### src/hw/dsp_pkg.sv
// Purpose: Shared constants and types for the dual serial register port
// Assumes: ref_clk at 50 MHz, bus pins sampled through two flip-flops
// Notes:   Behaviour
// Behaviour
// - Chip select high picks I2C, low SPI
// - SDA falling while SCL high is start
// - First byte: seven-bit id plus direction
// - Receiver pulls data low during acknowledge
// - Index byte: low seven bits, top increments
// - Read continues on ack, ends on no-ack
// - Bytes are eight bits, MSb first
// - Receiver may hold clock low to stall; this port has no clock output and never stalls
// - Works at standard and fast clock rates
// - Data changes on falling, sampled rising
// - Sixteen clocks per register, eight per extra
// - Bit 0 at first falling edge after select
// - Bit 0 direction; read drives from bit 8
// - Bit 1 selects index auto-increment
// - Bits 2 to 7 are register index
// - Bits 8 to 15 carry data byte
// - Three-wire mode returns data on shared pad
// - Mode bit clear four-wire, set three-wire
package dsp_pkg;
    localparam logic [6:0] DSP_BUS_SLAVE_ID = 7'h1d;   // 0011101b
    localparam logic [3:0] DSP_SPI_HDR_BITS = 4'h8;
    localparam logic [3:0] DSP_BYTE_BITS    = 4'h8;
    localparam int         DSP_INC_BIT      = 7;       // Top of I2C index byte

    // Bus side of the register file: one strobe carries one byte
    typedef struct packed {
        logic       wr_stb;
        logic       rd_stb;
        logic [6:0] addr;
        logic [7:0] wdata;
    } dsp_reg_req_t;

    // Synchronised pin levels and their edges
    typedef struct packed {
        logic cs;
        logic scl;
        logic sda;
        logic scl_rise;
        logic scl_fall;
        logic sda_rise;
        logic sda_fall;
        logic cs_rise;
        logic cs_fall;
    } dsp_pins_t;
endpackage

### src/hw/dsp_port.sv
// Purpose: Slave port serving register access over I2C or SPI
// Assumes: Register file answers rd_data in the cycle after rd_stb
// Notes:   Pins sampled on ref_clk; bus clock must be under ~5 MHz
`timescale 1ns/1ns
`default_nettype none
module dsp_port
    import dsp_pkg::*;
(
    input  wire logic       ref_clk,
    input  wire logic       reset,
    input  wire logic       cs_pin,
    input  wire logic       serial_port_clock,
    input  wire logic       sda_in,
    output logic            sda_out,
    output logic            sda_oe,
    output logic            sdo_out,
    output logic            sdo_oe,
    input  wire logic       three_wire_select,
    output dsp_reg_req_t    reg_req,
    input  wire logic [7:0] rd_data,
    output logic            bus_busy
);
    typedef enum logic [3:0] {
        S_IDLE, S_I_ADDR, S_I_AACK, S_I_INDEX, S_I_WDATA, S_I_ACK,
        S_I_RDATA, S_I_MACK, S_I_IGNORE, S_S_HDR, S_S_DATA
    } dsp_state_t;

    typedef struct packed {
        dsp_state_t   state;
        logic         rnw;
        logic         inc;
        logic [6:0]   index;
        logic         busy;
        logic         sda_drv;     // Drives low when set
        logic         sdo_val;
        logic         sda_oe;
        logic         sdo_oe;
        logic         pend_load;   // Read data arrives next cycle
        logic         first;
        dsp_reg_req_t req;
    } dsp_st_t;

    dsp_st_t   st_r;
    dsp_st_t   st_nxt;
    dsp_pins_t pins;

    logic       sh_clear;
    logic       sh_sample;
    logic       sh_load;
    logic [7:0] sh_data;
    logic [3:0] sh_count;
    logic       sh_done;

    // three-flop sampling keeps up with standard and fast clocks
    dsp_pin_sync u_sync (
        .ref_clk (ref_clk),
        .reset   (reset),
        .cs_pin  (cs_pin),
        .scl_pin (serial_port_clock),
        .sda_pin (sda_in),
        .pins    (pins)
    );

    // Master data is sampled on rising clock in both protocols
    dsp_shift8 u_shift (
        .ref_clk  (ref_clk),
        .reset    (reset),
        .clear    (sh_clear),
        .sample   (sh_sample),
        .bit_in   (pins.sda),
        .load     (sh_load),
        .load_val (rd_data),
        .data     (sh_data),
        .count    (sh_count),
        .done     (sh_done)
    );

    function automatic logic [6:0] next_index(input logic [6:0] idx, input logic inc, input logic spi);
        logic [6:0] n;
        n = idx + 7'h1;
        if (!inc) begin
            n = idx;
        end else if (spi) begin
            n = {1'b0, n[5:0]};            // Six-bit SPI index wraps
        end
        return n;
    endfunction

    logic i2c_start;
    logic i2c_stop;
    assign i2c_start = pins.cs & pins.scl & pins.sda_fall;
    assign i2c_stop  = pins.cs & pins.scl & pins.sda_rise;

    assign sh_load = st_r.pend_load;

    // Main sequencer
    always_comb begin
        st_nxt           = st_r;
        st_nxt.req.wr_stb = 1'b0;
        st_nxt.req.rd_stb = 1'b0;
        st_nxt.pend_load = st_r.req.rd_stb;
        sh_clear         = 1'b0;
        sh_sample        = 1'b0;
        // protocol select by chip select level
        // frame bit count restarts at select fall
        if (pins.cs_fall) begin
            st_nxt.state   = S_S_HDR;
            st_nxt.sda_drv = 1'b0;
            st_nxt.sda_oe  = 1'b0;
            st_nxt.busy    = 1'b1;
            sh_clear       = 1'b1;
        end else if (pins.cs_rise) begin
            // release pads at end of frame
            st_nxt.state  = S_IDLE;
            st_nxt.sdo_oe  = 1'b0;
            st_nxt.sda_oe  = 1'b0;
            st_nxt.sda_drv = 1'b0;        // Else I2C idle would see a stale low drive
            st_nxt.busy    = 1'b0;
            sh_clear       = 1'b1;
        end else if (i2c_start) begin
            st_nxt.state   = S_I_ADDR;
            st_nxt.busy    = 1'b1;
            st_nxt.sda_drv = 1'b0;
            sh_clear       = 1'b1;
        end else if (i2c_stop) begin
            st_nxt.state   = S_IDLE;
            st_nxt.busy    = 1'b0;
            st_nxt.sda_drv = 1'b0;
            sh_clear       = 1'b1;
        end else begin
            case (st_r.state)
                S_I_ADDR: begin
                    sh_sample = pins.scl_rise;
                    if (sh_done) begin
                        st_nxt.rnw = pins.sda;     // Direction is the eighth bit, still on the pin
                        if (sh_data[6:0] == DSP_BUS_SLAVE_ID) begin
                            st_nxt.state = S_I_AACK;
                            if (pins.sda) begin
                                st_nxt.req.rd_stb = 1'b1;   // fetch for read
                                st_nxt.req.addr   = st_r.index;
                            end
                        end else begin
                            st_nxt.state = S_I_IGNORE;
                        end
                    end
                end
                S_I_AACK: begin
                    if (pins.scl_fall) begin
                        if (!st_r.sda_drv) begin
                            st_nxt.sda_drv = 1'b1;
                        end else begin
                            st_nxt.sda_drv = 1'b0;
                            st_nxt.first   = 1'b1;
                            st_nxt.state   = st_r.rnw ? S_I_RDATA : S_I_INDEX;
                            if (st_r.rnw) begin
                                st_nxt.sda_drv = ~sh_data[7];
                            end
                        end
                    end
                end
                S_I_INDEX: begin
                    sh_sample = pins.scl_rise;
                    if (sh_done) begin
                        st_nxt.index = {sh_data[5:0], pins.sda};
                        st_nxt.inc   = sh_data[DSP_INC_BIT - 1];
                        st_nxt.state = S_I_ACK;
                    end
                end
                S_I_WDATA: begin
                    sh_sample = pins.scl_rise;
                    if (sh_done) begin
                        st_nxt.req.wr_stb = 1'b1;
                        st_nxt.req.addr   = st_r.index;
                        st_nxt.req.wdata  = {sh_data[6:0], pins.sda};
                        st_nxt.index      = next_index(st_r.index, st_r.inc, 1'b0);
                        st_nxt.state      = S_I_ACK;
                    end
                end
                // no stall needed; bytes handled within a bit time
                S_I_ACK: begin
                    if (pins.scl_fall) begin
                        st_nxt.sda_drv = ~st_r.sda_drv;
                        if (st_r.sda_drv) begin
                            st_nxt.state = S_I_WDATA;
                        end
                    end
                end
                // read byte out MSb first, bit changes on falling clock
                S_I_RDATA: begin
                    sh_sample = pins.scl_rise;
                    if (pins.scl_fall) begin
                        st_nxt.sda_drv = ~sh_data[7];
                        if (sh_count == 4'h0 && !st_r.first) begin
                            st_nxt.sda_drv = 1'b0;           // Release for master ack
                            st_nxt.state   = S_I_MACK;
                            st_nxt.index   = next_index(st_r.index, st_r.inc, 1'b0);
                        end
                    end
                    if (pins.scl_rise) begin
                        st_nxt.first = 1'b0;
                    end
                end
                S_I_MACK: begin
                    if (pins.scl_rise) begin
                        if (pins.sda) begin
                            st_nxt.state = S_I_IGNORE;
                        end else begin
                            st_nxt.req.rd_stb = 1'b1;
                            st_nxt.req.addr   = st_r.index;
                        end
                    end
                    if (pins.scl_fall && st_r.state == S_I_MACK && !pins.scl) begin
                        st_nxt.state   = S_I_RDATA;
                        st_nxt.first   = 1'b1;
                        st_nxt.sda_drv = ~sh_data[7];
                    end
                end
                S_S_HDR: begin
                    sh_sample = pins.scl_rise;
                    if (sh_done) begin
                        st_nxt.rnw   = sh_data[6];
                        st_nxt.inc   = sh_data[5];
                        st_nxt.index = {1'b0, sh_data[4:0], pins.sda};
                        st_nxt.state = S_S_DATA;
                        if (sh_data[6]) begin
                            st_nxt.req.rd_stb = 1'b1;
                            st_nxt.req.addr   = {1'b0, sh_data[4:0], pins.sda};
                        end
                    end
                end
                // data bits; drive on falling edge
                S_S_DATA: begin
                    sh_sample = pins.scl_rise;
                    if (pins.scl_fall && st_r.rnw) begin
                        // drive from bit 8; pad choice
                        st_nxt.sdo_val = sh_data[7];
                        st_nxt.sdo_oe  = ~three_wire_select;
                        st_nxt.sda_oe  = three_wire_select;
                        st_nxt.sda_drv = ~sh_data[7];
                    end
                    if (sh_done) begin
                        if (!st_r.rnw) begin
                            st_nxt.req.wr_stb = 1'b1;
                            st_nxt.req.wdata  = {sh_data[6:0], pins.sda};
                            st_nxt.req.addr   = st_r.index;
                        end
                        st_nxt.index = next_index(st_r.index, st_r.inc, 1'b1);
                        if (st_r.rnw) begin
                            st_nxt.req.rd_stb = 1'b1;
                            st_nxt.req.addr   = next_index(st_r.index, st_r.inc, 1'b1);
                        end
                    end
                end
                default: begin
                    st_nxt.sda_drv = 1'b0;
                end
            endcase
        end
        // I2C pad drives only low; SPI pad carries data
        if (pins.cs) begin
            st_nxt.sda_oe = st_nxt.sda_drv;
        end
    end

    always_ff @(posedge ref_clk) begin
        if (reset) begin
            st_r <= '{state: S_IDLE, req: '0, index: 7'h00, default: 1'b0};
        end else begin
            st_r <= st_nxt;
        end
    end

    // Pads; sda_out low in I2C, data in 3-wire SPI
    assign sda_out  = st_r.sdo_val & ~st_r.busy | (st_r.sdo_val & ~pins.cs);
    assign sdo_out  = st_r.sdo_val;
    assign sdo_oe   = st_r.sdo_oe;
    assign sda_oe   = st_r.sda_oe;
    assign reg_req  = st_r.req;
    assign bus_busy = st_r.busy;
endmodule // dsp_port
`default_nettype wire

### src/hw/dsp_pin_sync.sv
// Purpose: Two-flop synchroniser and edge finder for the bus pins
// Assumes: Pins are asynchronous to ref_clk
// Notes:   Edge detection reads only the second and third stages
`timescale 1ns/1ns
`default_nettype none
module dsp_pin_sync
    import dsp_pkg::*;
(
    input  wire logic      ref_clk,
    input  wire logic      reset,
    input  wire logic      cs_pin,
    input  wire logic      scl_pin,
    input  wire logic      sda_pin,
    output dsp_pins_t      pins
);
    typedef struct packed {
        logic [2:0] s1;
        logic [2:0] s2;
        logic [2:0] s3;
    } dsp_sync_t;

    dsp_sync_t st_r;
    dsp_sync_t st_nxt;

    // Shift pins through stages; idle bus reads high
    always_comb begin
        st_nxt    = st_r;
        st_nxt.s1 = {cs_pin, scl_pin, sda_pin};
        st_nxt.s2 = st_r.s1;
        st_nxt.s3 = st_r.s2;
    end

    always_ff @(posedge ref_clk) begin
        if (reset) begin
            st_r <= '{s1: 3'h7, s2: 3'h7, s3: 3'h7};
        end else begin
            st_r <= st_nxt;
        end
    end

    // Edges compare settled stages only
    always_comb begin
        pins.cs       = st_r.s2[2];
        pins.scl      = st_r.s2[1];
        pins.sda      = st_r.s2[0];
        pins.cs_rise  = st_r.s2[2] & ~st_r.s3[2];
        pins.cs_fall  = ~st_r.s2[2] & st_r.s3[2];
        pins.scl_rise = st_r.s2[1] & ~st_r.s3[1];
        pins.scl_fall = ~st_r.s2[1] & st_r.s3[1];
        pins.sda_rise = st_r.s2[0] & ~st_r.s3[0];
        pins.sda_fall = ~st_r.s2[0] & st_r.s3[0];
    end
endmodule // dsp_pin_sync
`default_nettype wire

### src/hw/dsp_shift8.sv
// Purpose: Eight-bit MSb-first shift register with bit counter
// Assumes: Sample and load strobes are one-cycle pulses
// Notes:   Load wins over shift; done pulses on the eighth sample
`timescale 1ns/1ns
`default_nettype none
module dsp_shift8
    import dsp_pkg::*;
(
    input  wire logic       ref_clk,
    input  wire logic       reset,
    input  wire logic       clear,
    input  wire logic       sample,
    input  wire logic       bit_in,
    input  wire logic       load,
    input  wire logic [7:0] load_val,
    output logic      [7:0] data,
    output logic      [3:0] count,
    output logic            done
);
    typedef struct packed {
        logic [7:0] sh;
        logic [3:0] cnt;
    } dsp_sh_t;

    dsp_sh_t st_r;
    dsp_sh_t st_nxt;

    always_comb begin
        st_nxt = st_r;
        if (clear) begin
            st_nxt.cnt = 4'h0;
        end else if (sample) begin
            st_nxt.sh  = {st_r.sh[6:0], bit_in};
            st_nxt.cnt = (st_r.cnt == DSP_BYTE_BITS - 4'h1) ? 4'h0 : st_r.cnt + 4'h1;
        end
        if (load) begin
            st_nxt.sh = load_val;
        end
    end

    always_ff @(posedge ref_clk) begin
        if (reset) begin
            st_r <= '0;
        end else begin
            st_r <= st_nxt;
        end
    end

    assign data  = st_r.sh;
    assign count = st_r.cnt;
    assign done  = sample & ~clear & (st_r.cnt == DSP_BYTE_BITS - 4'h1);
endmodule // dsp_shift8
`default_nettype wire

### config.mk
export PLATFORM = sky130hd
export DESIGN_NAME = dsp_port
export DESIGN_NICKNAME = d
export VERILOG_FILES = /design/src/hw/dsp_pkg.sv /design/src/hw/dsp_port.sv /design/src/hw/dsp_pin_sync.sv /design/src/hw/dsp_shift8.sv
export SDC_FILE = /design/constraint.sdc
export NUM_CORES = 1
export LEC_CHECK = 0
export ABC_AREA = 1
export BUFFER_PORTS_ARGS = -buffer_cell sky130_fd_sc_hd__buf_4
export CORE_MARGIN = 4
export CORE_UTILIZATION = 64
export DETAILED_ROUTE_END_ITERATION = 16
export GPL_TIMING_DRIVEN = 0
export PLACE_DENSITY_LB_ADDON = 0.2
export SYNTH_ARGS = -nofsm -noshare
export SYNTH_HDL_FRONTEND = slang
export SYNTH_SLANG_ARGS = --single-unit
### constraint.sdc
create_clock -name ref_clk -period 3.67 [get_ports ref_clk]
set_clock_uncertainty 0.05 [all_clocks]
set_input_delay 0.1835 -clock ref_clk [delete_from_list [all_inputs] [get_ports ref_clk]]
set_output_delay 0.1835 -clock ref_clk [all_outputs]
set_load 0.03 [all_outputs]
-- Word level (Yosys, flattened, before mapping)
Cells that the tools add are included.
- input bits: 14
- bits in registers: 58
- output and inout bits: 22
- bitwise operators: 29
- multiplexer cells: 84
- reductions and logical operators: 38
- $add $sub $neg: 2
- equal/unequal tests: 49
- operators by type and width (kind ; count):
    8-bit two-way mux ; 11
    7-bit one-hot mux with 5 select lines ; 2
    4-bit two-way mux ; 17
    6-bit != test (second input constant) ; 8
    7-bit two-way mux ; 6
    2-bit != test (second input constant) ; 19
    15-bit two-way mux ; 2
    4-bit one-hot mux with 7 select lines ; 1
    1-bit two-way mux ; 26
    12-bit AND reduction ; 2
    4-bit by 3-bit == test with 1-bit output (second input constant) ; 5
    17-bit two-way mux ; 1
    8-bit one-hot mux with 2 select lines ; 1
    1-bit inverter ; 15
    2-bit two-way mux ; 7
    14-bit AND reduction ; 1
    7-bit AND reduction ; 2
    1-bit AND ; 13
    13-bit two-way mux ; 1
    12-bit two-way mux ; 1
    2-bit nonzero test ; 6
    4-bit nonzero test ; 3
    11-bit AND reduction ; 1
    11-bit nonzero test ; 1
    36 further kinds ; 50

-- Depth between registers and ports, before layout
Gate-level depths: netlist (run 1).
- depth in word-level cells: 16
- depth in mapped cells: 15
- mapped depth without buffers: 14

-- Cells and area by module
A second synthesis (run 1) with hierarchy kept.
- cells, all modules: 601
- area total of the unflattened synthesis: 3686.0 um^2
- by module, submodules not included (module ; area an instance (um^2) ; seq. area each (um^2) ; times used ; cells an instance):
    dsp_port ; 2698.8 ; 740.7 ; 1 ; 452
    dsp_shift8 ; 679.4 ; 240.2 ; 1 ; 109
    dsp_pin_sync ; 307.8 ; 180.2 ; 1 ; 40

-- Worst setup path after synthesis (run 1)
Ideal clock, no wire load.
- kind: register to register
- start point: reg u_sync.st_r (netlist bit u_sync.pins[8])
- end point: reg st_r[30] in the netlist's numbering
- data required time: 3491 ps
- path slack: 1598 ps
- cell stages (with the launch flop): 13
- arrival: 1893 ps
- buffers on the path: 2
- library setup time: 129 ps
- path through: dfxtp_1 > inv_1 > ha_1 > nor2_1 > nand4_1 > nor2_8 > nand2_2 > buf_6 > nand2_2 > nand3_2 > buf_6 > o21ai_1 > nor2_1
- longest elaborated chain between the ends: 11
- elaborated cells between the ends (all ways): 26
- ends and longest elaborated chain (element ; line ; source):
    start, declared ; dsp_pin_sync.sv:22 ; dsp_sync_t st_r;
    start signal, assigned ; dsp_pin_sync.sv:35 ; st_r <= '{s1: 3'h7, s2: 3'h7, s3: 3'h7};
    start signal, assigned ; dsp_pin_sync.sv:37 ; st_r <= st_nxt;
    1-bit AND ; dsp_port.sv:91, dsp_port.sv:92 ;
    1-bit AND ; dsp_port.sv:92 ; assign i2c_stop = pins.cs & pins.scl & pins.sda_rise;
    1-bit two-way mux ; dsp_port.sv:125 ; end else if (i2c_stop) begin
    1-bit two-way mux ; dsp_port.sv:120 ; end else if (i2c_start) begin
    1-bit two-way mux ; dsp_port.sv:112 ; end else if (pins.cs_rise) begin
    1-bit two-way mux ; dsp_port.sv:106 ; if (pins.cs_fall) begin
    1-bit inverter ; dsp_shift8.sv:51 ; assign done = sample & ~clear & (st_r.cnt == DSP_BYTE_BITS - 4'h1);
    1-bit AND (2 in series) ; dsp_shift8.sv:51 ;
    2-bit != test (no source line) ; n/a ;
    11-bit AND reduction (no source line) (*) ; n/a ;
    end signal, assigned ; dsp_port.sv:269 ; st_r <= st_nxt;
    end, declared ; dsp_port.sv:43 ; dsp_st_t st_r;
Mark *: on every way between the ends. The rest lies on a longest branch, timed or not.
A chain may end at the register's enable or synchronous reset.

-- Final worst setup path (run 1)
- start point: reg u_sync.st_r (netlist bit u_sync.pins[8])
- end point: reg st_r (netlist bit reg_req[11])
- longest elaborated chain between the ends: 11
- elaborated cells between the ends (all ways): 26
- ends and longest elaborated chain (element ; line):
    1-bit AND ; dsp_port.sv:91, dsp_port.sv:92
    1-bit AND ; dsp_port.sv:92
    1-bit two-way mux ; dsp_port.sv:125
    1-bit two-way mux ; dsp_port.sv:120
    1-bit two-way mux ; dsp_port.sv:112
    1-bit two-way mux ; dsp_port.sv:106
    1-bit inverter ; dsp_shift8.sv:51
    1-bit AND (2 in series) ; dsp_shift8.sv:51
    2-bit != test (no source line) ; n/a
    14-bit AND reduction (no source line) (*) ; n/a
Marks and branches as above.

==> results.sh, run 1 <==
export IMPL_status="complete, no violations"
export IMPL_coreArea_um2=5570
export IMPL_crit_arrival_ps=2920
export IMPL_fmax_mhz=373
export IMPL_synth_largest_area_cell="dfxtp_1"
export IMPL_cp_endpoint="reg_req[11]$_SDFFE_PP0P_"
export IMPL_cp_cell_sequence="inv_1 -> ha_1 -> nor2_1 -> nand4_1 -> nor2_8 -> buf_1 -> nand4_1 -> nand4_1 -> nand2_1 -> a21oi_1"
export IMPL_ant_nets=0
export IMPL_criticalPathCategory="flip-flop to flip-flop"
export IMPL_timing_rr_start="u_sync.pins[8]$_SDFF_PP1_"
export IMPL_syn_instance_count=584
export IMPL_synth_avg_cell_area_um2=6.38
export IMPL_netSwitchingFraction_pct=42.0
export IMPL_ys_ff_latch=58
export IMPL_max_stage_delay_ps=490
export IMPL_finalCritPeriodShare_pct=73.1
export IMPL_synth_edff_count=0
export IMPL_dieArea_um2=7100
export IMPL_pin_count=36
export IMPL_clk_latency_ps=360
export IMPL_routed_wl_um=12200
export IMPL_slew_violations=0
export IMPL_yosysUniqueCellTypes=38
export IMPL_path_max_fanout=10
export IMPL_crit_path_start_kind="flip-flop"
export IMPL_root_buffer="clkbuf_8"
export IMPL_grt_pass1_wl_um=19900
export IMPL_tightest_slew_ps=705
export IMPL_syn2layout_area_growth_pct=17.0
export IMPL_leakagePower_uw=0.00198
export IMPL_post_cts_buffers=0
export IMPL_antenna_cells=0
export IMPL_viasPerCell=6.11
export IMPL_dp_hpwl_um=8550
export IMPL_critPathCaptureType="flip-flop"
export IMPL_drt_pass1_iter_count=5
export IMPL_synthTopCellsByCount="138 x nand2_1, 63 x inv_1, 61 x nor2_1"
export IMPL_fin_setup_tns_ps=0
export IMPL_pwr_share_clk_pct=30.0
export IMPL_synth_most_common_cell="nand2_1"
export IMPL_vdd_drop_max_mv=0.345
export IMPL_vias=4340
export IMPL_cts_sinks=58
export IMPL_syn_cell_area_um2=3720
export IMPL_multi_input_area_um2=2070
export IMPL_initial_core_util_pct=66.8
export IMPL_rows=27
export IMPL_path_buf_inv=2
export IMPL_grt_usage_pct=34.9
export IMPL_nets=652
export IMPL_drive_gt1_share_pct=17.9
export IMPL_synthArstFlopShare_pct=0
export IMPL_required_ps=3900
export IMPL_ys_warn_count=0
export IMPL_p_per_area_nw_per_um2=589
export IMPL_yosysTopAreaCellShare_pct=31.2
export IMPL_cts_max_level=3
export IMPL_power_internal_uw=1490
export IMPL_globalplace_congestion=1.05
export IMPL_antenna_found_initial=0
export IMPL_ys_flop_type="dfxtp_1"
export IMPL_yosysSeqAreaShare_pct=31.2
export IMPL_syn_nets=603
export IMPL_relSlewSlack_pct=52.7
export IMPL_switchingPower_uw=1080
export IMPL_synthTopCellsByArea="dfxtp_1 31%, nand2_1 14%, o21ai_0 6.5%, inv_1 6.4%, nand3_1 6.2%"
export IMPL_cts_buffers=9
export IMPL_dieHeight_um=84.3
export IMPL_grt_pass1_vias=4061
export IMPL_startpoint="u_sync.pins[8]$_SDFF_PP1_"
export IMPL_portBuffers=35
export IMPL_crit_slowest_cell="buf_1"
export IMPL_cts_hold_buf=3
export IMPL_die_width_um=84.3
export IMPL_rsz0062_at_grt="no"
export IMPL_tritoncts="done"
export IMPL_final_hold_viol_count=0
export IMPL_post_cts_resized=0
export IMPL_cpMostUsedCell="nand4_1"
export IMPL_path_depth=10
export IMPL_final_seq_area_um2=1160
export IMPL_post_drt_wl_per_cell_um=17.2
export IMPL_cts_buffer_depth=2
export IMPL_setup_viol=0
export IMPL_clk_pin_slew_worst_paths_ps=70
export IMPL_combPwrFrac_pct=40.0
export IMPL_grt_ovfl_total=0
export IMPL_hp_class="input port to flip-flop"
export IMPL_drcViolationCount=0
export IMPL_reg2regPathDepth=10
export IMPL_critPathTopFamily="simple AND/OR/NAND/NOR gates"
export IMPL_n_fill_cell=412
export IMPL_layout_min_cycle_time_ps=2680
export IMPL_hold_worst_slack_ps=25.7
export IMPL_reg2reg_setup_slack_ps=990
export IMPL_r2r_end="reg_req[11]$_SDFFE_PP0P_"
export IMPL_worstHoldPathCells=2
export IMPL_drtIter0Drc=591
export IMPL_grt_max_degree=12
export IMPL_pwr_share_seq_pct=30.0
export IMPL_maxCapViolations=0
==> power groups by stage <==
stage	clock network (uW)	logic, uW	registers, uW
2_1_floorplan	0	754	761
3_3_place_gp	0	966	773
3_5_place_dp	0	985	778
4_1_cts	754	996	765
5_1_grt	788	1120	773
6_report	770	1030	769
==> metal layers <==
metal / vias up / global-route usage (%) / wire length, um
li1: 2001 / - / -
met1: 1944 / 45.1 / 4840
met2: 330 / 54.9 / 5500
met3: 65 / 8.15 / 1360
met4: 0 / 16.5 / 515
met5: - / 0 / 0
==> cell usage in the layout (no fill, tap or decap), types with 2 or more instances in the layout <==
master         Yosys  final
nor3_1             5      5
inv_1             63     63
nand3_4            2      2
dfxtp_1           58     58
a31oi_1            8      8
clkbuf_1          10     10
o21ai_0           48     48
o2111ai_1          3      3
nand3_1           46     46
o221ai_1           2      2
nand2_4            2      2
buf_6              2      2
a211oi_1           2      2
o31ai_1            2      2
buf_4             18     53
nor2_1            61     61
a21oi_1           40     40
o211ai_1           5      5
buf_2              5      5
inv_2              7      7
ha_1               5      5
nand2_2            5      5
clkbuf_8           0     10
nand4_1           15     15
dlygate4sd3_1      0      3
a21oi_2            2      2
nor2_2             9      9
nand3_2            2      2
o21ai_1            4      4
bufinv_16          0      3
or2_2              6      6
nand2_1          138    138
==> through the flow <==
stage | utilization (%) | std cells | worst slack [ps] | total power, uW | instance area (um^2)
finish | 78.2 | 710 | 988 | 2570 | 4360
global route | 78.2 | 710 | 901 | 2680 | 4360
CTS | 78.2 | 710 | 1090 | 2520 | 4360
detailed placement | 73.1 | 691 | 1180 | 1760 | 4080
global placement | 73.1 | 691 | 1270 | 1740 | 4080
floorplan | - | 584 | 1600 | 1520 | 3720
==> worst min path at each step <==
stage | from | end | slack, ps
after global placement | sda_in | u_sync.st_nxt[3]$_SDFF_PP1_ | 320
final | reset | u_sync.st_nxt[5]$_SDFF_PP1_ | 30
after CTS | reset | u_sync.st_nxt[5]$_SDFF_PP1_ | 30
after floorplan | sda_in | u_sync.st_nxt[3]$_SDFF_PP1_ | 240
after global routing | reset | u_sync.st_nxt[5]$_SDFF_PP1_ | 30
after detailed placement | sda_in | u_sync.st_nxt[3]$_SDFF_PP1_ | 330
==> cell families after synthesis <==
| logic type | count (synthesis) | synth area share, % |
|---|---|---|
| simple gates | 295 | 36.2 |
| compound gates | 118 | 17.6 |
| fa+ha+maj | 5 | 1.68 |
| xor+xnor | 1 | 0.235 |
| buf+inv | 107 | 13.2 |
| flops | 58 | 31.2 |
==> flip-flops by register name, indices dropped and copies added, names as in the netlist <==
signal	count
bus_busy	1
reg_req	17
sda_oe	1
sdo_oe	1
sdo_out	1
sh_load	1
st_r	15
u_shift.count	4
u_shift.data	8
u_sync.pins	3
u_sync.st_nxt	3
u_sync.st_r	3
==> cell type report <==
| type | instances | area share [%] |
|---|---|---|
| Sequential cell | 58 | 26.7 |
| Inverter | 71 | 6.12 |
| Tap cell | 72 | 2.07 |
| Timing Repair Buffer | 38 | 6.72 |
| Clock buffer | 10 | 3.16 |
| Buffer | 36 | 5.14 |
| Multi-Input combinational cell | 419 | 47.6 |
| Clock inverter | 6 | 2.58 |
Note: power is estimated with default switching activity, not from simulation.
==> run 2: changes to the inputs <==
Settings changed: CORE_UTILIZATION 64 to 54.
Clock period 3.67 ns to 2.46 ns, I/O delays scaled along.
==> run 2 against run 1 <==
- count of clock-buffer cells in the layout down 1
- register-to-register slack worse by 790 ps
- global-route usage down 7.0 points
- first-iteration DRC count down 35%
- critical path depth up 3
- clock power up 27%
==> results.sh, run 2 (same netlist as run 1, synthesis figures left out) <==
export IMPL_multi_input_area_um2=2100
export IMPL_pin_count=36
export IMPL_crit_path_start_kind="flip-flop"
export IMPL_pwr_share_clk_pct=26.7
export IMPL_rsz0062_at_grt="no"
export IMPL_cts_max_level=3
export IMPL_pwr_share_seq_pct=31.3
export IMPL_relSlewSlack_pct=54.9
export IMPL_finalCritPeriodShare_pct=91.9
export IMPL_antenna_cells=0
export IMPL_post_drt_wl_per_cell_um=15.7
export IMPL_cts_sinks=58
export IMPL_final_cell_mix="136 x nand2_1, 63 x inv_1, 57 x nor2_1, 57 x dfxtp_1, 54 x buf_4"
export IMPL_dieHeight_um=91.0
export IMPL_dp_hpwl_um=8490
export IMPL_netSwitchingFraction_pct=42.9
export IMPL_dieArea_um2=8290
export IMPL_fin_setup_tns_ps=0
export IMPL_leakagePower_uw=0.00197
export IMPL_grt_pass1_wl_um=18500
export IMPL_criticalPathCategory="flip-flop to flip-flop"
export IMPL_clk_pin_slew_worst_paths_ps=80
export IMPL_root_buffer="clkbuf_8"
export IMPL_p_per_area_nw_per_um2=833
export IMPL_drive_gt1_share_pct=19.2
export IMPL_hp_class="input port to flip-flop"
export IMPL_grt_ovfl_total=0
export IMPL_required_ps=2700
export IMPL_maxCapViolations=0
export IMPL_viasPerCell=5.65
export IMPL_initial_core_util_pct=55.1
export IMPL_cts_buffer_depth=2
export IMPL_ant_nets=0
export IMPL_globalplace_congestion=0.950
export IMPL_hold_worst_slack_ps=11.7
export IMPL_final_seq_area_um2=1160
export IMPL_slew_violations=0
export IMPL_fmax_mhz=442
export IMPL_drtIter0Drc=383
export IMPL_cp_cell_sequence="inv_2 -> nor2_2 -> nand2_2 -> nand3_2 -> nor2_2 -> nor2_8 -> nand2_2 -> buf_6 -> nand2_4 -> nand3_4 -> nor2_1 -> nand2_1 -> a21oi_2"
export IMPL_rows=30
export IMPL_layout_commonest_cell="nand2_1"
export IMPL_layout_min_cycle_time_ps=2260
export IMPL_setup_viol=0
export IMPL_portBuffers=35
export IMPL_critPathCaptureType="flip-flop"
export IMPL_cts_buffers=9
export IMPL_n_fill_cell=642
export IMPL_path_max_fanout=10
export IMPL_drcViolationCount=0
export IMPL_vdd_drop_max_mv=0.406
export IMPL_tightest_slew_ps=676
export IMPL_path_buf_inv=2
export IMPL_largest_reg_flops=17
export IMPL_coreArea_um2=6760
export IMPL_crit_arrival_ps=2500
export IMPL_power_internal_uw=2090
export IMPL_status="complete, no violations"
export IMPL_grt_pass1_vias=3685
export IMPL_final_hold_viol_count=0
export IMPL_vias=4071
export IMPL_grt_usage_pct=27.9
export IMPL_combPwrFrac_pct=42.0
export IMPL_crit_slowest_cell="dfxtp_1"
export IMPL_clk_latency_ps=350
export IMPL_max_stage_delay_ps=440
export IMPL_switchingPower_uw=1570
export IMPL_tritoncts="done"
export IMPL_drt_pass1_iter_count=7
export IMPL_syn2layout_area_growth_pct=18.0
export IMPL_routed_wl_um=11400
export IMPL_critPathTopFamily="simple AND/OR/NAND/NOR gates"
export IMPL_die_width_um=91.0
export IMPL_nets=655
export IMPL_antenna_found_initial=0
export IMPL_grt_max_degree=12
-- run 2: metal layers --
| metal | routed length [um] | global-route usage (%) | share of wire (%) | up-vias |
|---|---|---|---|---|
| met5 | 0 | 0 | 0 | - |
| met4 | 261 | 12.3 | 2.3 | 0 |
| met3 | 1100 | 5.55 | 9.7 | 24 |
| met2 | 4960 | 42.6 | 44 | 200 |
| met1 | 5040 | 38.2 | 44 | 1836 |
| li1 | - | - | - | 2011 |
-- run 2: metrics by stage --
stage                     worst slack (ps)  util, %  area (um^2)  instances  total power [uW]
after floorplan                        388        -         3720        584              2260
after global placement                12.0     60.5         4090        699              2620
after detailed placement             -42.9     60.5         4090        699              2630
after CTS                             44.4     64.6         4360        720              3620
after global routing                  3.90     65.0         4390        721              3890
final                                  199     65.0         4390        721              3660
-- run 2: area by class of cell --
cell class	instances	area share (%)
Tap cell	80	2.28
Buffer	36	5.13
Inverter	71	6.06
Sequential cell	58	26.5
Clock buffer	9	2.82
Multi-Input combinational cell	419	47.8
Timing Repair Buffer	41	7.29
Clock inverter	7	2.14
-- run 2: worst register-to-register path, stage by stage, from the launching register on --
cell and delay [ps]:
dfxtp_1 440, inv_2 60, nor2_2 180, nand2_2 150, nand3_2 190, nor2_2 90, nor2_8 140, nand2_2 110
buf_6 200, nand2_4 90, nand3_4 160, nor2_1 130, nand2_1 90, a21oi_2 110
-- run 2: worst paths after layout --
check	startpoint	to	slack [ps]	cells after the start
hold / removal	rd_data[5]	u_shift.data[5]$_SDFFE_PP0P_	10	3
setup / recovery	st_r[35]$_SDFFE_PP0P_	reg_req[13]$_SDFFE_PP0P_	200	13
setup reg to reg	st_r[35]$_SDFFE_PP0P_	reg_req[13]$_SDFFE_PP0P_	200	13
hold reg to reg	u_sync.st_nxt[4]$_SDFF_PP1_	u_sync.pins[7]$_SDFF_PP1_	360	1
-- run 2: timing repair --
action / 4_1_cts / 5_1_grt
setup endpoints to repair: 8 / 22
endpoints found under the hold margin: 3 / 0
buffers inserted: 0 / 1
hold buffers: 5 / 0
pin swaps: 1 / 2
gates cloned: 0 / 0
resized for setup: 3 / 8
-- run 2: power groups by stage --
stage / sequential (uW) / clock, uW / combinational, uW
2_1_floorplan: 1140 / 0 / 1120
3_3_place_gp: 1160 / 0 / 1460
3_5_place_dp: 1160 / 0 / 1480
4_1_cts: 1140 / 988 / 1490
5_1_grt: 1160 / 1030 / 1700
6_report: 1140 / 979 / 1540
==> run 3: changes to the inputs <==
Settings changed: CORE_UTILIZATION 54 to 64, CTS_CLUSTER_DIAMETER set to 80, GPL_ROUTABILITY_DRIVEN set to 0.
Clock period 2.46 ns to 2.7 ns, I/O delays scaled along.
==> run 3 against run 2 <==
- clock power fell by 21%
- power decreased by 13%
- cell count shrank 1.2%
- register-to-register slack about the same
- worst setup slack got worse by 12 ps
- sequential share of layout area rose by 0.42 points
- wire length is 2.3% lower
- critical endpoint is now reg_req[11]$_SDFFE_PP0P_
==> results.sh, run 3 (same netlist as run 1, synthesis figures left out) <==
export IMPL_status="complete, no violations"
export IMPL_leakagePower_uw=0.00195
export IMPL_fmax_mhz=398
export IMPL_largest_reg_flops=17
export IMPL_nets=654
export IMPL_cp_cell_sequence="inv_1 -> ha_1 -> nor2_2 -> nand4_1 -> nor2_8 -> buf_1 -> nand4_1 -> nand4_1 -> nand2_1 -> a21oi_1"
export IMPL_tightest_slew_ps=742
export IMPL_critPathTopFamily="simple AND/OR/NAND/NOR gates"
export IMPL_path_depth=10
export IMPL_drive_gt1_share_pct=17.7
export IMPL_layout_min_cycle_time_ps=2510
export IMPL_cts_buffer_depth=2
export IMPL_root_buffer="clkbuf_8"
export IMPL_post_cts_buffers=0
export IMPL_path_max_fanout=10
export IMPL_grt_usage_pct=30.7
export IMPL_clk_latency_ps=340
export IMPL_portBuffers=35
export IMPL_initial_core_util_pct=66.8
export IMPL_grt_pass1_wl_um=17900
export IMPL_vdd_drop_max_mv=0.431
export IMPL_die_width_um=84.3
export IMPL_pin_count=36
export IMPL_dieArea_um2=7100
export IMPL_setup_viol=0
export IMPL_critPathCaptureType="flip-flop"
export IMPL_hp_class="input port to flip-flop"
export IMPL_cts_sinks=58
export IMPL_maxCapViolations=0
export IMPL_rows=27
export IMPL_slew_violations=0
export IMPL_layout_commonest_cell="nand2_1"
export IMPL_viasPerCell=6.02
export IMPL_crit_slowest_cell="buf_1"
export IMPL_total_power_uw=3200
export IMPL_cts_max_level=3
export IMPL_max_stage_delay_ps=460
export IMPL_crit_path_start_kind="flip-flop"
export IMPL_routed_wl_um=11100
export IMPL_dieHeight_um=84.3
export IMPL_dp_hpwl_um=7760
export IMPL_ant_nets=0
export IMPL_final_cell_mix="138 x nand2_1, 63 x inv_1, 60 x nor2_1, 58 x dfxtp_1, 53 x buf_4"
export IMPL_drcViolationCount=0
export IMPL_drt_pass1_iter_count=8
export IMPL_relSlewSlack_pct=50.1
export IMPL_fin_setup_tns_ps=0
export IMPL_required_ps=2920
export IMPL_crit_arrival_ps=2730
export IMPL_post_drt_wl_per_cell_um=15.6
export IMPL_clk_pin_slew_worst_paths_ps=70
export IMPL_hold_worst_slack_ps=34.3
export IMPL_vias=4289
export IMPL_coreArea_um2=5570
export IMPL_rsz0062_at_grt="no"
export IMPL_antenna_cells=0
export IMPL_grt_max_degree=11
export IMPL_n_fill_cell=417
export IMPL_reg2regPathDepth=10
export IMPL_final_hold_viol_count=0
export IMPL_grt_pass1_vias=3808
export IMPL_worstHoldPathCells=3
export IMPL_drtIter0Drc=782
export IMPL_cts_buffers=9
export IMPL_tritoncts="done"
export IMPL_grt_ovfl_total=0
export IMPL_criticalPathCategory="flip-flop to flip-flop"
export IMPL_path_buf_inv=2
export IMPL_p_per_area_nw_per_um2=741
export IMPL_cpMostUsedCell="nand4_1"
export IMPL_syn2layout_area_growth_pct=16.0
export IMPL_finalCritPeriodShare_pct=93.1
export IMPL_antenna_found_initial=0
-- run 3: final cells by class --
class	count	area, um^2	share of cell area (%)
Buffer	36	224	5.18
Clock buffer	11	131	3.04
Clock inverter	5	55.1	1.27
Inverter	71	267	6.17
Multi-Input combinational cell	419	2080	48.1
Sequential cell	58	1160	26.9
Tap cell	72	90.1	2.09
Timing Repair Buffer	40	313	7.24
-- run 3: worst reg2reg max path, cell delays in order, from the launching register on --
cell and delay [ps]:
dfxtp_1 410, inv_1 90, ha_1 260, nor2_2 180
nand4_1 240, nor2_8 250, buf_1 460, nand4_1 160
nand4_1 150, nand2_1 70, a21oi_1 120
-- run 3: through the flow --
| stage | setup slack, ps | util (%) | cells | area, um^2 |
|---|---|---|---|---|
| finish | 187 | 77.5 | 712 | 4320 |
| global route | 26.3 | 77.5 | 712 | 4320 |
| CTS | 188 | 77.4 | 712 | 4310 |
| detailed placement | 243 | 73.1 | 691 | 4080 |
| global placement | 300 | 73.1 | 691 | 4080 |
| floorplan | 628 | - | 584 | 3720 |
-- run 3: per-layer routing --
metal | track usage, % | routed length (um) | up-vias
li1 | - | - | 2016
met1 | 39.2 | 4230 | 1863
met2 | 48.6 | 4940 | 339
met3 | 7.36 | 1400 | 71
met4 | 15.1 | 514 | 0
met5 | 0 | 0 | -
-- run 3: final timing paths --
path,slack (ps),startpoint,to
setup / recovery,190,u_sync.pins[8]$_SDFF_PP1_,reg_req[11]$_SDFFE_PP0P_
hold / removal,30,rd_data[4],u_shift.data[4]$_SDFFE_PP0P_
setup reg to reg,190,u_sync.pins[8]$_SDFF_PP1_,reg_req[11]$_SDFFE_PP0P_
hold reg to reg,360,u_sync.st_nxt[4]$_SDFF_PP1_,u_sync.pins[7]$_SDFF_PP1_
-- run 3: where the power goes --
part	switching [uW]	internal (uW)	total (uW)	leakage (uW)
clock	353	423	776	0.0000893
combinational	948	436	1380	0.00139
sequential	94.4	948	1040	0.000470
-- run 3: repair_timing --
item,CTS,global route
gates resized for setup,0,2
setup endpoints to repair,0,5
endpoints found under the hold margin,3,0
hold buffers,5,0
